==> src/core/bcu_consts.vh <==
// opcode, flag position and timing constants for the branch condition unit
`ifndef BCU_CONSTS_VH
`define BCU_CONSTS_VH
// relative branch opcodes, 8 bits
`define BCU_OP_ALWAYS 8'h20
`define BCU_OP_NEVER 8'h21
`define BCU_OP_UNS_HIGHER 8'h22
`define BCU_OP_UNS_LOWER_SAME 8'h23
`define BCU_OP_CARRY_CLEAR 8'h24
`define BCU_OP_CARRY_SET 8'h25
`define BCU_OP_NOT_EQUAL 8'h26
`define BCU_OP_EQUAL 8'h27
`define BCU_OP_NO_OVERFLOW 8'h28
`define BCU_OP_OVERFLOW 8'h29
`define BCU_OP_PLUS 8'h2a
`define BCU_OP_MINUS 8'h2b
`define BCU_OP_SIGNED_GE 8'h2c
`define BCU_OP_SIGNED_LT 8'h2d
`define BCU_OP_SIGNED_GT 8'h2e
`define BCU_OP_SIGNED_LE 8'h2f
// condition code bit positions: s x h i n z v c
`define BCU_CCR_C 0
`define BCU_CCR_V 1
`define BCU_CCR_Z 2
`define BCU_CCR_N 3
// pc step past the two-byte branch
`define BCU_PC_STEP 16'h0002
// program fetch cycles, taken and untaken
`define BCU_FETCH_TAKEN 2'h3
`define BCU_FETCH_UNTAKEN 2'h1
// reset values
`define BCU_PC_RESET 16'h0000
`define BCU_CCR_RESET 8'h00
`endif

==> src/core/bcu_branch_condition_unit.v <==
// branch condition unit: evaluates relative branches and sequences queue refill
`timescale 1ns/100ps
`default_nettype none
`include "bcu_consts.vh"

module bcu_branch_condition_unit #(
  parameter PC_W = 16
) (
  input wire clk,
  input wire sys_rst,
  input wire br_valid,
  input wire [7:0] br_opcode,
  input wire [7:0] br_offset,
  input wire [PC_W-1:0] br_pc,
  input wire [7:0] ccr_in,
  output wire br_ready,
  output reg [PC_W-1:0] pc_out,
  output reg pc_load,
  output reg [7:0] ccr_out,
  output reg taken,
  output reg fetch_req,
  output reg busy,
  output reg done
);

  // sequencer states
  localparam ST_IDLE = 1'b0;
  localparam ST_FETCH = 1'b1;

  // constants at their working widths, so no sum silently pads or cuts
  localparam [PC_W-1:0] PC_STEP = `BCU_PC_STEP;
  localparam [PC_W-1:0] PC_RESET = `BCU_PC_RESET;
  localparam [1:0] FETCH_TAKEN = `BCU_FETCH_TAKEN;
  localparam [1:0] FETCH_UNTAKEN = `BCU_FETCH_UNTAKEN;

  // sequencer and decode state
  reg state;
  reg [1:0] fetch_left;
  reg cond_true;
  reg is_branch;

  // next value of every flop
  reg next_state;
  reg [1:0] next_fetch_left;
  reg [PC_W-1:0] next_pc_out;
  reg next_pc_load;
  reg [7:0] next_ccr_out;
  reg next_taken;
  reg next_fetch_req;
  reg next_busy;
  reg next_done;

  // flag taps and branch arithmetic
  wire flag_c;
  wire flag_v;
  wire flag_z;
  wire flag_n;
  wire [PC_W-1:0] ofs_ext;
  wire [PC_W-1:0] pc_next_seq;
  wire [PC_W-1:0] pc_target;
  wire accept;
  genvar k;

  assign flag_c = ccr_in[`BCU_CCR_C];
  assign flag_v = ccr_in[`BCU_CCR_V];
  assign flag_z = ccr_in[`BCU_CCR_Z];
  assign flag_n = ccr_in[`BCU_CCR_N];

  // offset is a signed byte: every bit above it copies the sign bit
  assign ofs_ext[7:0] = br_offset;
  generate
    for (k = 8; k < PC_W; k = k + 1)
    begin : g_sext
      assign ofs_ext[k] = br_offset[7];
    end
  endgenerate

  // pc step past the two-byte branch, then the relative hop
  assign pc_next_seq = br_pc + PC_STEP;
  assign pc_target = pc_next_seq + ofs_ext;

  // new branch accepted only when the previous refill is over, which
  // keeps a taken branch from being cut short by the next request
  assign br_ready = (state == ST_IDLE);
  assign accept = br_valid & br_ready & is_branch;

  // condition decode over the relative branch table
  always @*
  begin
    cond_true = 1'b0;
    is_branch = 1'b1;
    case (br_opcode)
      `BCU_OP_ALWAYS: cond_true = 1'b1;
      `BCU_OP_NEVER: cond_true = 1'b0;
      `BCU_OP_UNS_HIGHER: cond_true = ~(flag_c | flag_z);
      `BCU_OP_UNS_LOWER_SAME: cond_true = flag_c | flag_z;
      `BCU_OP_CARRY_CLEAR: cond_true = ~flag_c;
      `BCU_OP_CARRY_SET: cond_true = flag_c;
      `BCU_OP_NOT_EQUAL: cond_true = ~flag_z;
      `BCU_OP_EQUAL: cond_true = flag_z;
      `BCU_OP_NO_OVERFLOW: cond_true = ~flag_v;
      `BCU_OP_OVERFLOW: cond_true = flag_v;
      `BCU_OP_PLUS: cond_true = ~flag_n;
      `BCU_OP_MINUS: cond_true = flag_n;
      `BCU_OP_SIGNED_GE: cond_true = ~(flag_n ^ flag_v);
      `BCU_OP_SIGNED_LT: cond_true = flag_n ^ flag_v;
      `BCU_OP_SIGNED_GT: cond_true = ~(flag_z | (flag_n ^ flag_v));
      `BCU_OP_SIGNED_LE: cond_true = flag_z | (flag_n ^ flag_v);
      default: is_branch = 1'b0;
    endcase
  end

  // next values: every output except br_ready (a decode of state) is a flop, so the queue sees clean levels
  // one cycle after the accept edge
  always @*
  begin
    next_state = state;
    next_fetch_left = fetch_left;
    next_pc_out = pc_out;
    next_pc_load = 1'b0;
    next_ccr_out = ccr_out;
    next_taken = taken;
    next_fetch_req = fetch_req;
    next_busy = busy;
    next_done = 1'b0;
    case (state)
      ST_IDLE:
      begin
        next_fetch_req = 1'b0;
        next_busy = 1'b0;
        // non-branch opcodes are ignored, never half-executed
        if (accept)
        begin
          next_ccr_out = ccr_in;
          next_taken = cond_true;
          next_pc_load = 1'b1;
          next_fetch_req = 1'b1;
          next_busy = 1'b1;
          // the first fetch is issued now, so count only the rest
          if (cond_true)
          begin
            next_pc_out = pc_target;
            next_fetch_left = FETCH_TAKEN - 2'h1;
            next_state = ST_FETCH;
          end
          else
          begin
            next_pc_out = pc_next_seq;
            next_fetch_left = FETCH_UNTAKEN - 2'h1;
            next_done = 1'b1;
          end
        end
      end
      ST_FETCH:
      begin
        // queue refill: one program fetch per cycle, done on the last one
        next_fetch_req = 1'b1;
        next_fetch_left = fetch_left - 2'h1;
        if (fetch_left == 2'h1)
        begin
          next_done = 1'b1;
          next_state = ST_IDLE;
        end
      end
      default:
        next_state = ST_IDLE;
    endcase
  end

  // sequencer state; reset loads constants only
  always @(posedge clk or posedge sys_rst)
  begin
    if (sys_rst)
    begin
      state <= ST_IDLE;
      fetch_left <= 2'h0;
    end
    else
    begin
      state <= next_state;
      fetch_left <= next_fetch_left;
    end
  end

  // results stand until the next accept: pc, flags and the taken level
  always @(posedge clk or posedge sys_rst)
  begin
    if (sys_rst)
    begin
      pc_out <= PC_RESET;
      ccr_out <= `BCU_CCR_RESET;
      taken <= 1'b0;
    end
    else
    begin
      pc_out <= next_pc_out;
      ccr_out <= next_ccr_out;
      taken <= next_taken;
    end
  end

  // pulses and fetch levels toward the queue and fetch logic
  always @(posedge clk or posedge sys_rst)
  begin
    if (sys_rst)
    begin
      pc_load <= 1'b0;
      fetch_req <= 1'b0;
      busy <= 1'b0;
      done <= 1'b0;
    end
    else
    begin
      pc_load <= next_pc_load;
      fetch_req <= next_fetch_req;
      busy <= next_busy;
      done <= next_done;
    end
  end

endmodule // bcu_branch_condition_unit
`default_nettype wire

==> config.mk <==
export PLATFORM = sky130hd
export DESIGN_NAME = bcu_branch_condition_unit
export DESIGN_NICKNAME = d
export VERILOG_FILES = /design/src/core/bcu_branch_condition_unit.v
export VERILOG_INCLUDE_DIRS = /design/src /design/src/core
export SDC_FILE = /design/constraint.sdc
export NUM_CORES = 1
export LEC_CHECK = 0
export BUFFER_PORTS_ARGS = -buffer_cell sky130_fd_sc_hd__buf_2
export CORE_ASPECT_RATIO = 0.6
export CORE_MARGIN = 5
export CORE_UTILIZATION = 44
export DETAILED_ROUTE_END_ITERATION = 10
export PLACE_DENSITY_LB_ADDON = 0.08
export SETUP_SLACK_MARGIN = 0.1
export SKIP_CTS_REPAIR_TIMING = 1
export SLEW_MARGIN = 5
export SYNTH_ARGS = -nofsm -noshare
export SYNTH_HDL_FRONTEND = slang
export SYNTH_SLANG_ARGS = --single-unit
==> constraint.sdc <==
create_clock -name clk -period 1.5 [get_ports clk]
set_input_delay 0.225 -clock clk [delete_from_list [all_inputs] [get_ports clk]]
set_output_delay 0.225 -clock clk [all_outputs]
set_load 0.02 [all_outputs]
# [Word level (Yosys, flattened, before mapping)]
# Index checks and enable logic that the tools add are counted.
[totals] ff_bits=32 elab_cells=62 out_inout_bits=30 inputBits=43
[classes] mux=17 n_eq_ne=18 addsub=3 n_reduce_logical=2 bitwise=13
[op_table] cell="equality test 8 x 6 -> 1 bit (second input constant)" n=16
[op_table] cell="adder 16 bit" n=1
[op_table] cell="adder 16 x 2 -> 16 bit (second input constant)" n=1
[op_table] cell="two-way mux 16 bit" n=1
[op_table] cell="OR reduction 16 bit" n=1
[op_table] cell="case mux 1 bit (15 select lines)" n=1
[op_table] cell="two-way mux 1 bit" n=9
[op_table] cell="NOT 1 bit" n=8
[op_table] cell="case mux 1 bit (2 select lines)" n=3
[op_table] cell="two-way mux 2 bit" n=2
[op_table] cell="case mux 2 bit (2 select lines)" n=1
[op_table] cell="bitwise AND 1 bit" n=2
[op_table] cell="equality test 2 x 1 -> 1 bit (second input constant)" n=1
[op_table] cell="!= test 2 x 1 -> 1 bit (second input constant)" n=1
[op_table] cell="bitwise OR 1 bit" n=2
[op_table] cell="AND reduction 2 bit" n=1
[op_table] cell="subtractor 2 x 1 -> 2 bit (second input constant)" n=1
[op_table] cell="XOR 1 bit" n=1

# [Logic depth before layout (Yosys ltp)]
[logic_depth] ltp_word=7 mapped_depth=14 mapped_depth_nobuf=12

# [Least setup slack after synthesis]
# OpenSTA, ideal clock, no wires.
[synth_path] kind="input -> register" start="input br_pc[3]" end="register pc_out[15]" n_path_buf=2 path_stages=12 t_required_ns=1.405 setup_slack_ns=-1.247 arrival_time_ns=2.652 setup_time_ns=0.095 path_cell_list="and4_1 -> clkbuf_1 -> and3_1 -> nand4_1 -> xnor2_1 -> ha_1 -> clkbuf_1 -> a2111o_1 -> o221ai_1 -> o21ai_0 -> o31a_1 -> o31ai_1"
[synth_via] elab_chain_len=3
[synth_lines] item="from (decl)" line_no="bcu_branch_condition_unit.v:14" rtl="input wire [PC_W-1:0] br_pc,"
[synth_lines] item="adder 16 x 2 -> 16 bit (*)" line_no="bcu_branch_condition_unit.v:79" rtl="assign pc_next_seq = br_pc + PC_STEP;"
[synth_lines] item="adder 16 bit" line_no="bcu_branch_condition_unit.v:80" rtl="assign pc_target = pc_next_seq + ofs_ext;"
[synth_lines] item="two-way mux 16 bit (*)" line_no="bcu_branch_condition_unit.v:140" rtl="if (cond_true)"
[synth_lines] item="to (signal assigned)" line_no="bcu_branch_condition_unit.v:196" rtl="pc_out <= next_pc_out;"
[synth_lines] item="to (decl)" line_no="bcu_branch_condition_unit.v:17" rtl="output reg [PC_W-1:0] pc_out,"
# Every way passes the cells marked *; elsewhere a longest branch is shown, timed or not.
# A chain may end at the register's enable or synchronous reset.

# [Final worst setup path]
# Same ends and word-level chain as after synthesis.

==> qor.json <==
{
  "seqCellArea_sq_um": 801,
  "worstMarginPinSlew_ps": 423,
  "place_hpwl_microns": 6350,
  "routed_wirelength_microns": 9330,
  "post_synth_inst_count": 309,
  "drt_first_pass_iters": 5,
  "holdWs_ps": 15.2,
  "cp_arrival_ps": 2680,
  "cts.reportedPaths.clkPinSlew_ps": 70,
  "final.min_clock_period_ps": 2500,
  "detail_route.vias_per_cell": 5.41,
  "layout.core_utilization_pct": 80.9,
  "rsz_0062_raised_after_global_routing": "yes",
  "period_share_pct": 167,
  "final.setup_skew_ps": 8.17,
  "max-cap-violations": 0,
  "cts-root-to-sink-buffers": 2,
  "clock_insertion_delay_worst_skew_ps": 280,
  "yosys_register_bits": 32,
  "ys.flop_type": "sky130_fd_sc_hd__dfrtp_1",
  "final_layout_size_suffix_gt1_share_pct": 53.6,
  "initial_core_util_pct": 46.1,
  "finish.net_count": 555,
  "worst-setup-path-type": "in -> reg",
  "postSynthNetCount": 374,
  "antenna_cells": 0,
  "async_reset_ff_share_pct": 100,
  "first_global_vias": 2761,
  "synth-seq-area-share_pct": 30.6,
  "startpoint_type": "input port",
  "slew_headroom_pct": 71.8,
  "cts.htree.levels": 2,
  "filler_cell_count": 349,
  "synth.lib_cells_used.distinct": 58,
  "core.rowCount": 21,
  "overall_global_routing_resource_usage_pct": 20.5,
  "grt_start_max_net_pins": 33,
  "die_w_microns": 110,
  "cts_inserted_buffers": 5,
  "power_density_nw_per_um2": 768,
  "grt_pass1_wl_microns": 12800,
  "worstHoldPathType": "in -> async",
  "placed_cells": 537,
  "grt_overflow": 0,
  "outcome": "complete, but fails checks",
  "final_hold_violating_endpoints": 0,
  "finish.cell_count_without_fillers": 571,
  "final_replace_weighted_congestion": 0.837,
  "multiInputGateArea_sq_um": 2160,
  "synth_edf_count": 0,
  "floorplan.die.height_microns": 69.7,
  "failed_checks": "setup timing",
  "vias": 3089,
  "p_leak_nw": 2.25,
  "setup_ws_ps": -1000,
  "post-place-ws_ps": -1230,
  "detail_route.iter0.violations": 192,
  "p_total_w": 0.00352,
  "peak_ir_drop_on_the_vdd_network_mv": 0.558,
  "fmax_ghz": 0.400,
  "floorplan.core_area_sq_um": 5680,
  "worstPathRequired_ps": 1680,
  "floorplan.die_area_sq_um": 7630,
  "place.port_buffers": 72,
  "tritoncts": "yes",
  "wire_per_inst_microns": 16.3,
  "synth.cell_area_sq_um": 2610,
  "clock_sink_count": 32,
  "final_max_tran_viols": 0,
  "ios": 73,
  "drc": 0,
  "final_setup_fails": 18,
  "syn-mean-instance-area_sq_um": 8.46,
  "cp_max_fo": 5,
  "ys_warn_count": 0,
  "initial_antenna_violation_count": 0,
  "postRouteAntennaNets": 0,
  "flow.area_growth_from_synthesis_pct": 75.6,
  "worst_setup_path_end_kind": "register",
  "root_buffer": "sky130_fd_sc_hd__clkbuf_8"
}
-- power breakdown --
| group | internal, W | switching [W] |
|---|---|---|
| Combinational | 0.000843 | 0.000904 |
| Clock | 0.000323 | 0.000339 |
| Sequential | 0.00102 | 0.0000932 |
| Total | 0.00219 | 0.00134 |
-- sequential cells by signal, indices dropped and copies added, names as in the netlist --
register and cells:
busy 1, fetch_left 2, taken 1, fetch_req 1, pc_load 1, state 1, done 1, pc_out 16
ccr_out 8
-- cell usage in the layout, fill, tap and decap left out, types with 3 or more instances in the layout --
cell	n
sky130_fd_sc_hd__a21o_1	3
sky130_fd_sc_hd__a21oi_1	7
sky130_fd_sc_hd__a21oi_2	5
sky130_fd_sc_hd__a21oi_4	3
sky130_fd_sc_hd__and3_1	3
sky130_fd_sc_hd__buf_12	5
sky130_fd_sc_hd__buf_2	62
sky130_fd_sc_hd__buf_4	88
sky130_fd_sc_hd__buf_6	29
sky130_fd_sc_hd__clkbuf_8	5
sky130_fd_sc_hd__dfrtp_1	32
sky130_fd_sc_hd__ha_1	14
sky130_fd_sc_hd__ha_4	6
sky130_fd_sc_hd__inv_1	5
sky130_fd_sc_hd__inv_2	3
sky130_fd_sc_hd__mux2i_1	12
sky130_fd_sc_hd__nand2_1	58
sky130_fd_sc_hd__nand2_2	3
sky130_fd_sc_hd__nand3_1	12
sky130_fd_sc_hd__nand3_2	4
sky130_fd_sc_hd__nand4_1	5
sky130_fd_sc_hd__nor2_1	12
sky130_fd_sc_hd__nor2_2	3
sky130_fd_sc_hd__o21ai_0	6
sky130_fd_sc_hd__o21ai_1	14
sky130_fd_sc_hd__o21ai_2	6
sky130_fd_sc_hd__xnor2_1	8
sky130_fd_sc_hd__xnor2_2	6
sky130_fd_sc_hd__xor2_1	6
-- worst paths after layout --
kind | to | cells after the start | slack (ps) | startpoint
worst max-delay path | pc_out[15] | 13 | -1000 | br_pc[3]
worst min-delay path | pc_out[4] | 3 | 20 | sys_rst
worst max register to register | pc_out[8] | 6 | 260 | state
worst min register to register | ccr_out[2] | 2 | 480 | ccr_out[2]
max in group asynchronous | ccr_out[1] | 3 | 1180 | sys_rst
min in group clk | ccr_out[6] | 3 | 120 | ccr_in[6]
-- layer usage --
| layer | track usage (%) | vias to the layer above | wire, microns |
|---|---|---|---|
| met4 | 1.66 | 0 | 184 |
| met1 | 29.0 | 1467 | 3970 |
| met2 | 32.5 | 109 | 4530 |
| li1 | - | 1491 | - |
| met3 | 5.30 | 22 | 635 |
| met5 | 0 | - | 0 |
-- cell usage after synthesis, types with 2 or more instances --
master                     number  area (sq um)
sky130_fd_sc_hd__and3_1         5          31.3
sky130_fd_sc_hd__o311ai_0       2          17.5
sky130_fd_sc_hd__a21oi_1       15          75.1
sky130_fd_sc_hd__xor2_1         7          61.3
sky130_fd_sc_hd__o21ai_1        6          30.0
sky130_fd_sc_hd__o31ai_1        2          15.0
sky130_fd_sc_hd__a211oi_1       3          22.5
sky130_fd_sc_hd__a21boi_0       2          15.0
sky130_fd_sc_hd__buf_6          2          22.5
sky130_fd_sc_hd__nand3b_1       2          15.0
sky130_fd_sc_hd__mux2i_1       12           120
sky130_fd_sc_hd__nand4_1        5          31.3
sky130_fd_sc_hd__o211ai_1       2          15.0
sky130_fd_sc_hd__nand3_1       18          90.1
sky130_fd_sc_hd__clkbuf_1       7          26.3
sky130_fd_sc_hd__o21ai_0       22           110
sky130_fd_sc_hd__nand2_1       61           229
sky130_fd_sc_hd__a21o_1         3          22.5
sky130_fd_sc_hd__nor2_1        15          56.3
sky130_fd_sc_hd__nor3b_1        2          15.0
sky130_fd_sc_hd__inv_1          7          26.3
sky130_fd_sc_hd__and4_1         3          26.3
sky130_fd_sc_hd__mux2_2         2          22.5
sky130_fd_sc_hd__xnor2_1       16           140
sky130_fd_sc_hd__a2111o_1       2          22.5
sky130_fd_sc_hd__nor3_1         3          15.0
sky130_fd_sc_hd__dfrtp_1       32           801
sky130_fd_sc_hd__ha_1          21           263
-- worst max-delay path, stage by stage --
cell and delay, ps:
sky130_fd_sc_hd__buf_6 70, sky130_fd_sc_hd__and4_4 230, sky130_fd_sc_hd__buf_4 150, sky130_fd_sc_hd__nand4_1 150
sky130_fd_sc_hd__xnor2_2 210, sky130_fd_sc_hd__ha_1 340, sky130_fd_sc_hd__nand2_1 90, sky130_fd_sc_hd__nor2_1 280
sky130_fd_sc_hd__o221ai_4 180, sky130_fd_sc_hd__nand3b_1 120, sky130_fd_sc_hd__mux2i_1 100, sky130_fd_sc_hd__o31a_1 300
sky130_fd_sc_hd__o31ai_1 240
-- through the flow --
step	instance area, sq um	TNS [ps]
2_1_floorplan	2760	-8000
3_3_place_gp	3800	-12340
3_5_place_dp	3800	-13490
4_1_cts	3890	-7340
5_1_grt	4590	-10210
6_report	4590	-8870
-- kinds of logic (layout without fill, tap and decap cells) --
| group | after synthesis | count (layout) | synth area share [%] |
|---|---|---|---|
| XOR/XNOR | 23 | 23 | 7.71 |
| AO/OA/AOI/OAI | 73 | 73 | 18.0 |
| adder cells (fa/ha/maj) | 22 | 22 | 10.8 |
| AND/OR/NAND/NOR | 125 | 126 | 23.3 |
| multiplexers | 14 | 14 | 5.46 |
| buffers and inverters | 20 | 201 | 4.07 |
| flip-flops | 32 | 32 | 30.6 |
-- area by class of cell --
class / instances / area share (%)
multi-input cells: 258 / 47.0
repair buffers: 185 / 30.8
flip-flops and latches: 32 / 17.4
well taps: 80 / 2.18
clock buffers: 5 / 1.50
inverters: 8 / 0.654
clock inverters: 3 / 0.409
(Power assumes the default switching activity.)
